==> config.mk <==
export PLATFORM = sky130hd
export DESIGN_NAME = adcseq_core
export DESIGN_NICKNAME = d
export VERILOG_FILES = /design/src/logic/adcseq_pkg.sv /design/src/logic/adcseq_core.sv /design/src/logic/adcseq_timer.sv
export SDC_FILE = /design/constraint.sdc
export NUM_CORES = 1
export LEC_CHECK = 0
export BUFFER_PORTS_ARGS = -buffer_cell sky130_fd_sc_hd__buf_4
export CORE_MARGIN = 2
export CORE_UTILIZATION = 55
export CTS_BUF_LIST = sky130_fd_sc_hd__clkbuf_8
export DETAILED_ROUTE_END_ITERATION = 10
export PLACE_DENSITY = 0.76
export SYNTH_ARGS = -nofsm -noshare
export SYNTH_HDL_FRONTEND = slang
export SYNTH_SLANG_ARGS = --single-unit
==> constraint.sdc <==
create_clock -name pclk -period 3.8 [get_ports pclk]
set_input_delay 0.76 -clock pclk [delete_from_list [all_inputs] [get_ports pclk]]
set_output_delay 0.76 -clock pclk [all_outputs]
set_load 0.1 [all_outputs]
==> src/logic/adcseq_pkg.sv <==
// package: register map, field layout and timing constants of the conversion sequencer
package adcseq_pkg;
    localparam int unsigned NUM_CHAN       = 16;
    localparam int unsigned RES_W          = 10;
    localparam int unsigned CLK_MHZ        = 100;
    // register byte offsets
    localparam logic [7:0] OFF_CTRL        = 8'h00;
    localparam logic [7:0] OFF_RESULT      = 8'h04;
    localparam logic [7:0] OFF_INJ         = 8'h08;
    localparam logic [7:0] OFF_STAT        = 8'h0C;
    localparam logic [7:0] OFF_IRQ_STAT    = 8'h10;
    localparam logic [7:0] OFF_IRQ_MASK    = 8'h14;
    localparam logic [7:0] OFF_SCAN        = 8'h18;
    localparam logic [7:0] OFF_DIN         = 8'h1C;
    // converter_control_register fields
    localparam int unsigned F_CHAN         = 0;   // 4 bits
    localparam int unsigned F_MODE         = 4;   // 2 bits
    localparam int unsigned F_START        = 6;
    localparam int unsigned F_WAIT         = 7;
    localparam int unsigned F_CTC          = 8;   // 2 bits
    localparam int unsigned F_STC          = 10;  // 2 bits
    localparam int unsigned F_INJ_CHAN     = 12;  // 4 bits
    localparam int unsigned F_INJ_REQ      = 16;
    localparam int unsigned F_STOP         = 17;
    localparam logic [31:0] CTRL_RESET     = 32'h0000_0000;
    localparam logic [15:0] SCAN_RESET     = 16'h0000;
    // interrupt bits
    localparam int unsigned IRQ_DONE       = 0;
    localparam int unsigned IRQ_OVR        = 1;
    localparam int unsigned IRQ_INJ        = 2;
    localparam int unsigned IRQ_W          = 3;
    // timing, in half_oscillator_period units: base period = 1 pclk
    localparam int unsigned CC_TCL_00      = 24;
    localparam int unsigned CC_TCL_10      = 96;
    localparam int unsigned CC_TCL_11      = 48;
    localparam int unsigned CONV_CC        = 14;
    localparam int unsigned CONV_SC        = 2;
    localparam int unsigned CONV_TCL       = 4;
    localparam int unsigned CAL_CC         = 4;
    localparam real         CAL_RESET_MS   = 1.6;
    localparam int unsigned CAL_RESET_CYC  = int'($ceil(CAL_RESET_MS * 1000.0 * CLK_MHZ));
    typedef enum logic [1:0] {
        ADCSEQ_SINGLE      = 2'b00,
        ADCSEQ_CONTINUOUS  = 2'b01,
        ADCSEQ_SCAN_SINGLE = 2'b10,
        ADCSEQ_SCAN_CONT   = 2'b11
    } adcseq_mode_t;
    typedef enum logic [2:0] {
        ST_IDLE   = 3'b000,
        ST_SAMPLE = 3'b001,
        ST_CONV   = 3'b010,
        ST_XFER   = 3'b011,
        ST_CAL    = 3'b100,
        ST_HOLD   = 3'b101
    } adcseq_state_t;
endpackage : adcseq_pkg

==> src/logic/adcseq_core.sv <==
// conversion sequencer: APB registers, mode sequencing, timing, calibration and interrupts
`timescale 1ns/1ps
module adcseq_core
    import adcseq_pkg::*;
#(
    parameter int unsigned CAL_CYCLES = CAL_RESET_CYC
) (
    input  wire logic                pclk,
    input  wire logic                presetn,
    input  wire logic                psel,
    input  wire logic                penable,
    input  wire logic                pwrite,
    input  wire logic [7:0]          paddr,
    input  wire logic [31:0]         pwdata,
    output logic      [31:0]         prdata,
    output logic                     pready,
    output logic                     pslverr,
    output logic      [3:0]          mux_chan,
    output logic                     sample_hold,
    output logic                     conv_start,
    input  wire logic [RES_W-1:0]    conv_data,
    input  wire logic [NUM_CHAN-1:0] port_pin,
    output logic                     irq
);
    localparam int unsigned TW = 16;

    logic [31:0]         ctrl;
    logic [15:0]         scan_sel;
    logic [RES_W-1:0]    result;
    logic [3:0]          result_chan;
    logic                result_full;
    logic [RES_W-1:0]    hold_buf;
    logic [3:0]          hold_chan;
    logic                hold_valid;
    logic [RES_W-1:0]    inj_result;
    logic [IRQ_W-1:0]    irq_stat;
    logic [IRQ_W-1:0]    irq_mask;
    logic [31:0]         cal_left;
    logic                cal_active;
    logic                running;
    logic                inj_pending;
    logic                inj_now;
    logic [3:0]          cur_chan;
    logic [NUM_CHAN-1:0] pin_s1;
    logic [NUM_CHAN-1:0] pin_s2;
    adcseq_state_t       state;
    adcseq_state_t       next_state;
    logic                tload;
    logic [TW-1:0]       tcount;
    logic                tdone;

    // bus decode
    wire         apb_acc   = psel & penable;
    wire         apb_wr    = apb_acc & pwrite;
    wire         apb_rd    = apb_acc & ~pwrite;
    wire         hit_ctrl  = paddr == OFF_CTRL;
    wire         hit_res   = paddr == OFF_RESULT;
    wire         hit_inj   = paddr == OFF_INJ;
    wire         hit_stat  = paddr == OFF_STAT;
    wire         hit_istat = paddr == OFF_IRQ_STAT;
    wire         hit_imask = paddr == OFF_IRQ_MASK;
    wire         hit_scan  = paddr == OFF_SCAN;
    wire         hit_din   = paddr == OFF_DIN;
    wire         addr_ok   = hit_ctrl | hit_res | hit_inj | hit_stat | hit_istat | hit_imask | hit_scan | hit_din;
    wire         res_read  = apb_rd & hit_res;
    wire         start_wr  = apb_wr & hit_ctrl & pwdata[F_START];
    wire         stop_wr   = apb_wr & hit_ctrl & pwdata[F_STOP];
    wire         inj_wr    = apb_wr & hit_ctrl & pwdata[F_INJ_REQ];

    // control fields
    wire [3:0]   sel_chan  = ctrl[F_CHAN +: 4];
    wire [1:0]   mode      = ctrl[F_MODE +: 2];
    wire         wait_for_read_enable    = ctrl[F_WAIT];
    // a control write that starts a conversion also sets its clocks and channel
    wire [31:0]  cfg       = (apb_wr & hit_ctrl) ? pwdata : ctrl;
    wire [1:0]   conversion_clock_select = cfg[F_CTC +: 2];
    wire [1:0]   sample_clock_select     = cfg[F_STC +: 2];
    wire [3:0]   inj_chan  = ctrl[F_INJ_CHAN +: 4];
    wire         scanning  = mode[1];
    wire         continuous = mode[0];

    // conversion clock period in base periods; code 01 is reserved, treated as 00
    wire [7:0]   tcc = (conversion_clock_select == 2'b10) ? 8'(CC_TCL_10) :
                       (conversion_clock_select == 2'b11) ? 8'(CC_TCL_11) : 8'(CC_TCL_00);
    wire [11:0]  tsc = 12'(tcc) << sample_clock_select;
    // the timer runs one cycle past its load, so each phase loads its length minus one
    wire [TW-1:0] sample_cyc = TW'(CONV_SC) * TW'(tsc) - TW'(1);
    wire [TW-1:0] conv_cyc   = TW'(CONV_CC) * TW'(tcc) - TW'(1);
    wire [TW-1:0] xfer_cyc   = TW'(CONV_TCL) - TW'(1);
    wire [TW-1:0] cal_cyc    = TW'(CAL_CC) * TW'(tcc) - TW'(1);

    // next scanned channel: next lower selected channel; scan_more stays low when none below is selected, no wrap
    logic [3:0]  scan_next;
    logic        scan_more;
    always_comb begin
        scan_next = cur_chan;
        scan_more = 1'b0;
        for (int i = NUM_CHAN - 1; i >= 0; i--) begin
            if (i < cur_chan && scan_sel[i] && !scan_more) begin
                scan_next = 4'(i);
                scan_more = 1'b1;
            end
        end
    end

    wire         conv_end  = (state == ST_XFER) & tdone;
    wire         cal_end   = (state == ST_CAL) & tdone;
    wire         hold_free = ~result_full | res_read;
    wire         go_on     = running & (continuous | (scanning & scan_more));
    wire [3:0]   first_chan = cfg[F_CHAN +: 4];

    always_comb begin
        next_state = state;
        tload      = 1'b0;
        tcount     = '0;
        case (state)
            ST_IDLE: begin
                if (start_wr || (inj_pending && running)) begin
                    next_state = ST_SAMPLE;
                    tload      = 1'b1;
                    tcount     = sample_cyc;
                end
            end
            ST_SAMPLE: begin
                if (tdone) begin
                    next_state = ST_CONV;
                    tload      = 1'b1;
                    tcount     = conv_cyc;
                end
            end
            ST_CONV: begin
                if (tdone) begin
                    next_state = ST_XFER;
                    tload      = 1'b1;
                    tcount     = xfer_cyc;
                end
            end
            ST_XFER: begin
                if (tdone) begin
                    next_state = ST_CAL;
                    tload      = 1'b1;
                    tcount     = cal_cyc;
                end
            end
            ST_CAL: begin
                if (tdone) begin
                    next_state = ST_HOLD;
                end
            end
            ST_HOLD: begin
                if (!(hold_valid && wait_for_read_enable)) begin
                    if (inj_pending || go_on) begin
                        next_state = ST_SAMPLE;
                        tload      = 1'b1;
                        tcount     = sample_cyc;
                    end else begin
                        next_state = ST_IDLE;
                    end
                end
            end
            default: next_state = ST_IDLE;
        endcase
    end

    adcseq_timer #(
        .W (TW)
    ) u_timer (
        .pclk    (pclk),
        .presetn (presetn),
        .load    (tload),
        .count   (tcount),
        .done    (tdone),
        .running ()
    );

    always_ff @(posedge pclk or negedge presetn) begin
        if (!presetn) begin
            state <= ST_IDLE;
        end else begin
            state <= next_state;
        end
    end

    // sequencing of channel, run flag and injection
    always_ff @(posedge pclk or negedge presetn) begin
        if (!presetn) begin
            running     <= 1'b0;
            inj_pending <= 1'b0;
            inj_now     <= 1'b0;
            cur_chan    <= 4'h0;
        end else begin
            if (inj_wr && running && continuous) begin
                inj_pending <= 1'b1;
            end
            if (start_wr && state == ST_IDLE) begin
                running  <= 1'b1;
                cur_chan <= first_chan;
            end else if (stop_wr) begin
                running  <= 1'b0;
            end
            if (tload && next_state == ST_SAMPLE && state != ST_IDLE) begin
                if (inj_pending) begin
                    inj_now     <= 1'b1;
                    inj_pending <= 1'b0;
                end else if (scanning) begin
                    cur_chan <= scan_more ? scan_next : sel_chan;
                end
            end else if (tload && next_state == ST_SAMPLE && inj_pending) begin
                inj_now     <= 1'b1;
                inj_pending <= 1'b0;
            end
            if (cal_end && inj_now) begin
                inj_now <= 1'b0;
            end
            if (next_state == ST_IDLE && state == ST_HOLD) begin
                running <= 1'b0;
            end
        end
    end

    // result register, wait-for-read buffer, injection result
    always_ff @(posedge pclk or negedge presetn) begin
        if (!presetn) begin
            result      <= '0;
            result_chan <= 4'h0;
            result_full <= 1'b0;
            hold_buf    <= '0;
            hold_chan   <= 4'h0;
            hold_valid  <= 1'b0;
            inj_result  <= '0;
        end else begin
            if (res_read) begin
                result_full <= 1'b0;
            end
            if (hold_valid && hold_free) begin
                result      <= hold_buf;
                result_chan <= hold_chan;
                result_full <= 1'b1;
                hold_valid  <= 1'b0;
            end
            if (conv_end) begin
                if (inj_now) begin
                    inj_result <= conv_data;
                end else if (wait_for_read_enable && continuous && result_full && !res_read) begin
                    hold_buf   <= conv_data;
                    hold_chan  <= cur_chan;
                    hold_valid <= 1'b1;
                end else begin
                    result      <= conv_data;
                    result_chan <= cur_chan;
                    result_full <= 1'b1;
                end
            end
        end
    end

    // reset calibration, lengthened while conversions use the converter
    always_ff @(posedge pclk or negedge presetn) begin
        if (!presetn) begin
            cal_left   <= 32'(CAL_CYCLES);
            cal_active <= 1'b1;
        end else if (cal_active) begin
            if (state == ST_IDLE || state == ST_HOLD) begin
                cal_left   <= cal_left - 32'd1;
                cal_active <= cal_left > 32'd1;
            end
        end
    end

    // interrupts: sticky, write one to clear, set wins
    wire [IRQ_W-1:0] irq_set;
    assign irq_set[IRQ_DONE] = conv_end & ~inj_now;
    assign irq_set[IRQ_OVR]  = conv_end & ~inj_now & result_full & ~res_read
                             & ~(wait_for_read_enable & continuous);
    assign irq_set[IRQ_INJ]  = conv_end & inj_now;
    wire [IRQ_W-1:0] irq_clr = (apb_wr & hit_istat) ? pwdata[IRQ_W-1:0] : '0;

    always_ff @(posedge pclk or negedge presetn) begin
        if (!presetn) begin
            irq_stat <= '0;
            irq_mask <= '0;
            ctrl     <= CTRL_RESET;
            scan_sel <= SCAN_RESET;
            irq      <= 1'b0;
        end else begin
            irq_stat <= (irq_stat & ~irq_clr) | irq_set;
            irq      <= |(irq_stat & irq_mask);
            if (apb_wr && hit_imask) begin
                irq_mask <= pwdata[IRQ_W-1:0];
            end
            if (apb_wr && hit_scan) begin
                scan_sel <= pwdata[15:0];
            end
            if (apb_wr && hit_ctrl) begin
                ctrl <= pwdata & 32'h0000_FFBF;
            end
        end
    end

    // digital read of channel pins not converted
    always_ff @(posedge pclk or negedge presetn) begin
        if (!presetn) begin
            pin_s1 <= '0;
            pin_s2 <= '0;
        end else begin
            pin_s1 <= port_pin;
            pin_s2 <= pin_s1;
        end
    end

    wire       busy = cal_active | (state != ST_IDLE);
    wire [3:0] drive_chan = inj_now ? inj_chan : cur_chan;
    wire [31:0] rd_mux =
        hit_ctrl  ? ctrl :
        hit_res   ? {16'h0000, result_chan, 2'b00, result} :
        hit_inj   ? {16'h0000, inj_chan, 2'b00, inj_result} :
        hit_stat  ? {28'h000_0000, hold_valid, result_full, running, busy} :
        hit_istat ? {29'h0000_0000, irq_stat} :
        hit_imask ? {29'h0000_0000, irq_mask} :
        hit_scan  ? {16'h0000, scan_sel} :
        hit_din   ? {16'h0000, pin_s2} : 32'h0000_0000;

    always_ff @(posedge pclk or negedge presetn) begin
        if (!presetn) begin
            prdata      <= 32'h0000_0000;
            pready      <= 1'b0;
            pslverr     <= 1'b0;
            mux_chan    <= 4'h0;
            sample_hold <= 1'b0;
            conv_start  <= 1'b0;
        end else begin
            pready      <= psel & ~penable;
            pslverr     <= psel & ~penable & ~addr_ok;
            prdata      <= rd_mux;
            mux_chan    <= drive_chan;
            // strobes trail the state by one edge so mux_chan settles with them
            sample_hold <= state == ST_SAMPLE;
            conv_start  <= sample_hold & (state != ST_SAMPLE);
        end
    end
endmodule : adcseq_core

==> src/logic/adcseq_timer.sv <==
// timer: down counter loaded with a cycle count, pulses done when it expires
`timescale 1ns/1ps
module adcseq_timer #(
    parameter int unsigned W = 12
) (
    input  wire logic         pclk,
    input  wire logic         presetn,
    input  wire logic         load,
    input  wire logic [W-1:0] count,
    output logic              done,
    output logic              running
);
    logic [W-1:0] remain;

    always_ff @(posedge pclk or negedge presetn) begin
        if (!presetn) begin
            remain  <= '0;
            done    <= 1'b0;
            running <= 1'b0;
        end else if (load) begin
            remain  <= count;
            done    <= 1'b0;
            running <= 1'b1;
        end else if (running) begin
            remain  <= remain - 1'b1;
            done    <= (remain == {{(W-1){1'b0}}, 1'b1});
            running <= (remain != {{(W-1){1'b0}}, 1'b1});
        end else begin
            done    <= 1'b0;
        end
    end
endmodule : adcseq_timer

==> results_dict.tcl <==
set metrics [dict create \
    clk_path_buf_depth 2 \
    hpwlAfterDp_mm 14.4 \
    ys.flop_type "dfrtp_1" \
    slew_headroom_pct 43.9 \
    port_buffers 81 \
    dieArea_um2 17800 \
    ios 112 \
    synth.avg_cell_area_um2 11.1 \
    via_count 6675 \
    drive_above_1_share_pct 24.3 \
    chipHeight_um 134 \
    p_per_area_nw_per_um2 355 \
    end_kind "flop" \
    chipWidth_um 134 \
    required_ns 4.13 \
    status "complete, no violations" \
    arrival_ns 3.25 \
    cp_cell_sequence "o311ai_4, nand2_1, or4_4, o21a_4, nor2_2, o221ai_1" \
    htree_levels 4 \
    routed_wl_mm 20.3 \
    numCtsBuffers 17 \
    core_um2 16500 \
    ys_ff_latch 195 \
    cp_num_buf_inv 0 \
    slew_viol_final 0 \
    nFillCells 1374 \
    antenna_found_initial 0 \
    cts_tree "done" \
    clk_transition_reported_paths_ns 0.10 \
    drv_cap 0 \
    grt_pass1_vias 6436 \
    dr.pass1.iters 5 \
    max_freq_ghz 0.343 \
    root_buffer "clkbuf_8" \
    clkLatencyLatePin_ns 0.47 \
    grt_pass1_wl_mm 33.5 \
    leakagePower_nw 5.09 \
    grt_max_degree 106 \
    crit_path_top_delay_cell "dfrtp_1" \
    syn_to_final_growth_pct 11.9 \
    synth_cells 833 \
    post-route-period-util_pct 76.8 \
    routed_via_density 5.87 \
    tightest_slew_ns 0.839 \
    final_nets 980 \
    ctsResizeCount 0 \
    hold_viol_final 0 \
    crit_family "simple AND/OR/NAND/NOR gates" \
    cp_max_fo 20 \
    yosysTopAreaCell "dfrtp_1" \
    clock_sinks 195 \
    drc 0 \
    max_stage_delay_ns 0.68 \
    post_drt_wl_per_cell_um 17.9 \
    multi_input_area_um2 4010 \
    use_met2_pct 36.9 \
    cp_num_cells 6 \
    synth_edf_count 0 \
    skew_ns 0.0115 \
    holdWs_ns 0.357 \
    startpoint_type "flop" \
    vdd_drop_max_mv 0.282 \
    path_class "reg -> reg" \
    min_path_cells 0 \
    ctsHoldBuffers 0 \
    drt_iter0_drc 606 \
    ant_nets 0 \
    synthArstFlopShare_pct 100 \
    yosys.cell_types.count 83 \
    fin_crit_ns 2.92 \
    grt-busiest-layer "met2" \
    r2r_cells 6 \
    num_rows 47 \
    finalWeightedCongestion 0.877 \
    antenna_cells 0 \
    synth_top_area_share_pct 51.2 \
    rsz0062_at_grt "false" \
    regArea_um2 4890 \
    track_usage_pct 24.0 \
    setup_viol 0 \
    grtUsageMet3_pct 3.88 \
    postCtsSetupBuffers 0 \
    hp-class "reg -> reg" \
    final_cell_count_no_fill 1137 \
    fin_tns_setup_ns 0 \
    grt_use_met1_pct 34.9 \
    start_util_pct 55.9 \
    globalRouteOverflowTotal 0 \
    ys_warn_count 0 \
    synth_area_leaders "dfrtp_1 51%, mux2_2 7.4%, mux2i_1 3.3%" \
    place_inst 1105 \
    syn_area_um2 9230 \
    yosysSeqAreaShare_pct 52.9 \
]
routing by layer:
layer | part of all wire (%) | vias to the layer above
met2 | 47 | 227
met5 | 0 | -
met4 | 1.5 | 0
li1 | - | 3101
met1 | 46 | 3318
met3 | 5.7 | 29
cells in the final DEF, fill, tap and decap left out, drive strengths merged, types with 7 or more instances in the layout:
cell,netlist,final
or3,10,10
nor2,62,62
o21ai,48,48
buf,33,92
a22oi,12,12
dfrtp,189,189
a21oi,25,25
clkinv,0,7
o22ai,8,8
or4,7,7
xnor2,24,24
nand2,79,79
conb,1,16
mux2,61,61
nand3,19,19
a21o,8,8
xor2,20,20
clkbuf,23,18
nor3,22,22
nor4,11,11
mux2i,30,30
inv,23,29
Yosys cell counts (all sizes together), types with 11 or more instances:
master    n
dfrtp   189
nand2    79
nor2     62
mux2     61
o21ai    48
buf      33
mux2i    30
a21oi    25
xnor2    24
clkbuf   23
inv      23
nor3     22
xor2     20
nand3    19
a22oi    12
nor4     11
worst paths after layout:
check | start | endpoint | slack [ns]
setup reg to reg | cur_chan[2]$_DFFE_PN0P_ | u_timer.remain[9]$_DFFE_PN0P_ | 0.88
max in group asynchronous | presetn | prdata[3]$_DFF_PN0_ | 2.56
min in group asynchronous | presetn | hold_buf[2]$_DFFE_PN0P_ | 0.38
setup / recovery | cur_chan[2]$_DFFE_PN0P_ | u_timer.remain[9]$_DFFE_PN0P_ | 0.88
hold reg to reg | pin_s1[15]$_DFF_PN0_ | pin_s2[15]$_DFF_PN0_ | 0.36
hold / removal | pin_s1[15]$_DFF_PN0_ | pin_s2[15]$_DFF_PN0_ | 0.36
cells by family (layout without fill, tap and decap cells):
logic type / Yosys count / after routing / synth area share (%)
multiplexers: 93 / 93 / 11.2
AND/OR/NAND/NOR: 246 / 246 / 13.3
flip-flops: 195 / 195 / 52.9
other: 1 / 16 / 0.0406
buffers and inverters: 79 / 148 / 4.30
XOR/XNOR: 44 / 44 / 4.17
AO/OA/AOI/OAI: 170 / 170 / 13.4
adder cells (fa/ha/maj): 5 / 5 / 0.678
area by class of cell:
type                       count  area share (%)
tap                          220            2.66
inverter                      23           0.836
multi-input combinational    574            38.8
sequential                   195            47.3
clock buffer                  17            2.26
timing repair buffer          93            6.94
clock inverter                15            1.24
registers in the layout, indices dropped and copies added (netlist names), 3 cells and up:
| register | cells |
|---|---|
| pin_s1 | 16 |
| u_timer.remain | 16 |
| mux_chan | 4 |
| hold_buf | 10 |
| hold_chan | 4 |
| result | 10 |
| pin_s2 | 16 |
| irq_stat | 3 |
| irq_mask | 3 |
| inj_result | 10 |
| state | 3 |
| cur_chan | 4 |
| scan_sel | 16 |
| ctrl | 15 |
| cal_left | 32 |
| prdata | 16 |
| result_chan | 4 |
stage by stage:
step	worst slack, ns	area, µm²	total power, W	util [%]
after global placement	0.846	9970	0.00247	60.3
after floorplan	1.08	9290	0.00235	-
after global routing	0.739	10300	0.00381	62.5
after CTS	0.910	10300	0.00370	62.5
after detailed placement	0.815	9970	0.00247	60.3
final	0.881	10300	0.00367	62.5
where the power goes:
| group | total, W | internal (W) | switching, W | leakage, nW |
|---|---|---|---|---|
| registers | 0.00213 | 0.00211 | 0.0000197 | 2.50 |
| clock network | 0.00124 | 0.000471 | 0.000767 | 0.184 |
| logic | 0.000298 | 0.0000861 | 0.000211 | 2.40 |
| total | 0.00367 | 0.00267 | 0.000999 | 5.09 |
Note: power is estimated with default switching activity, not from simulation.
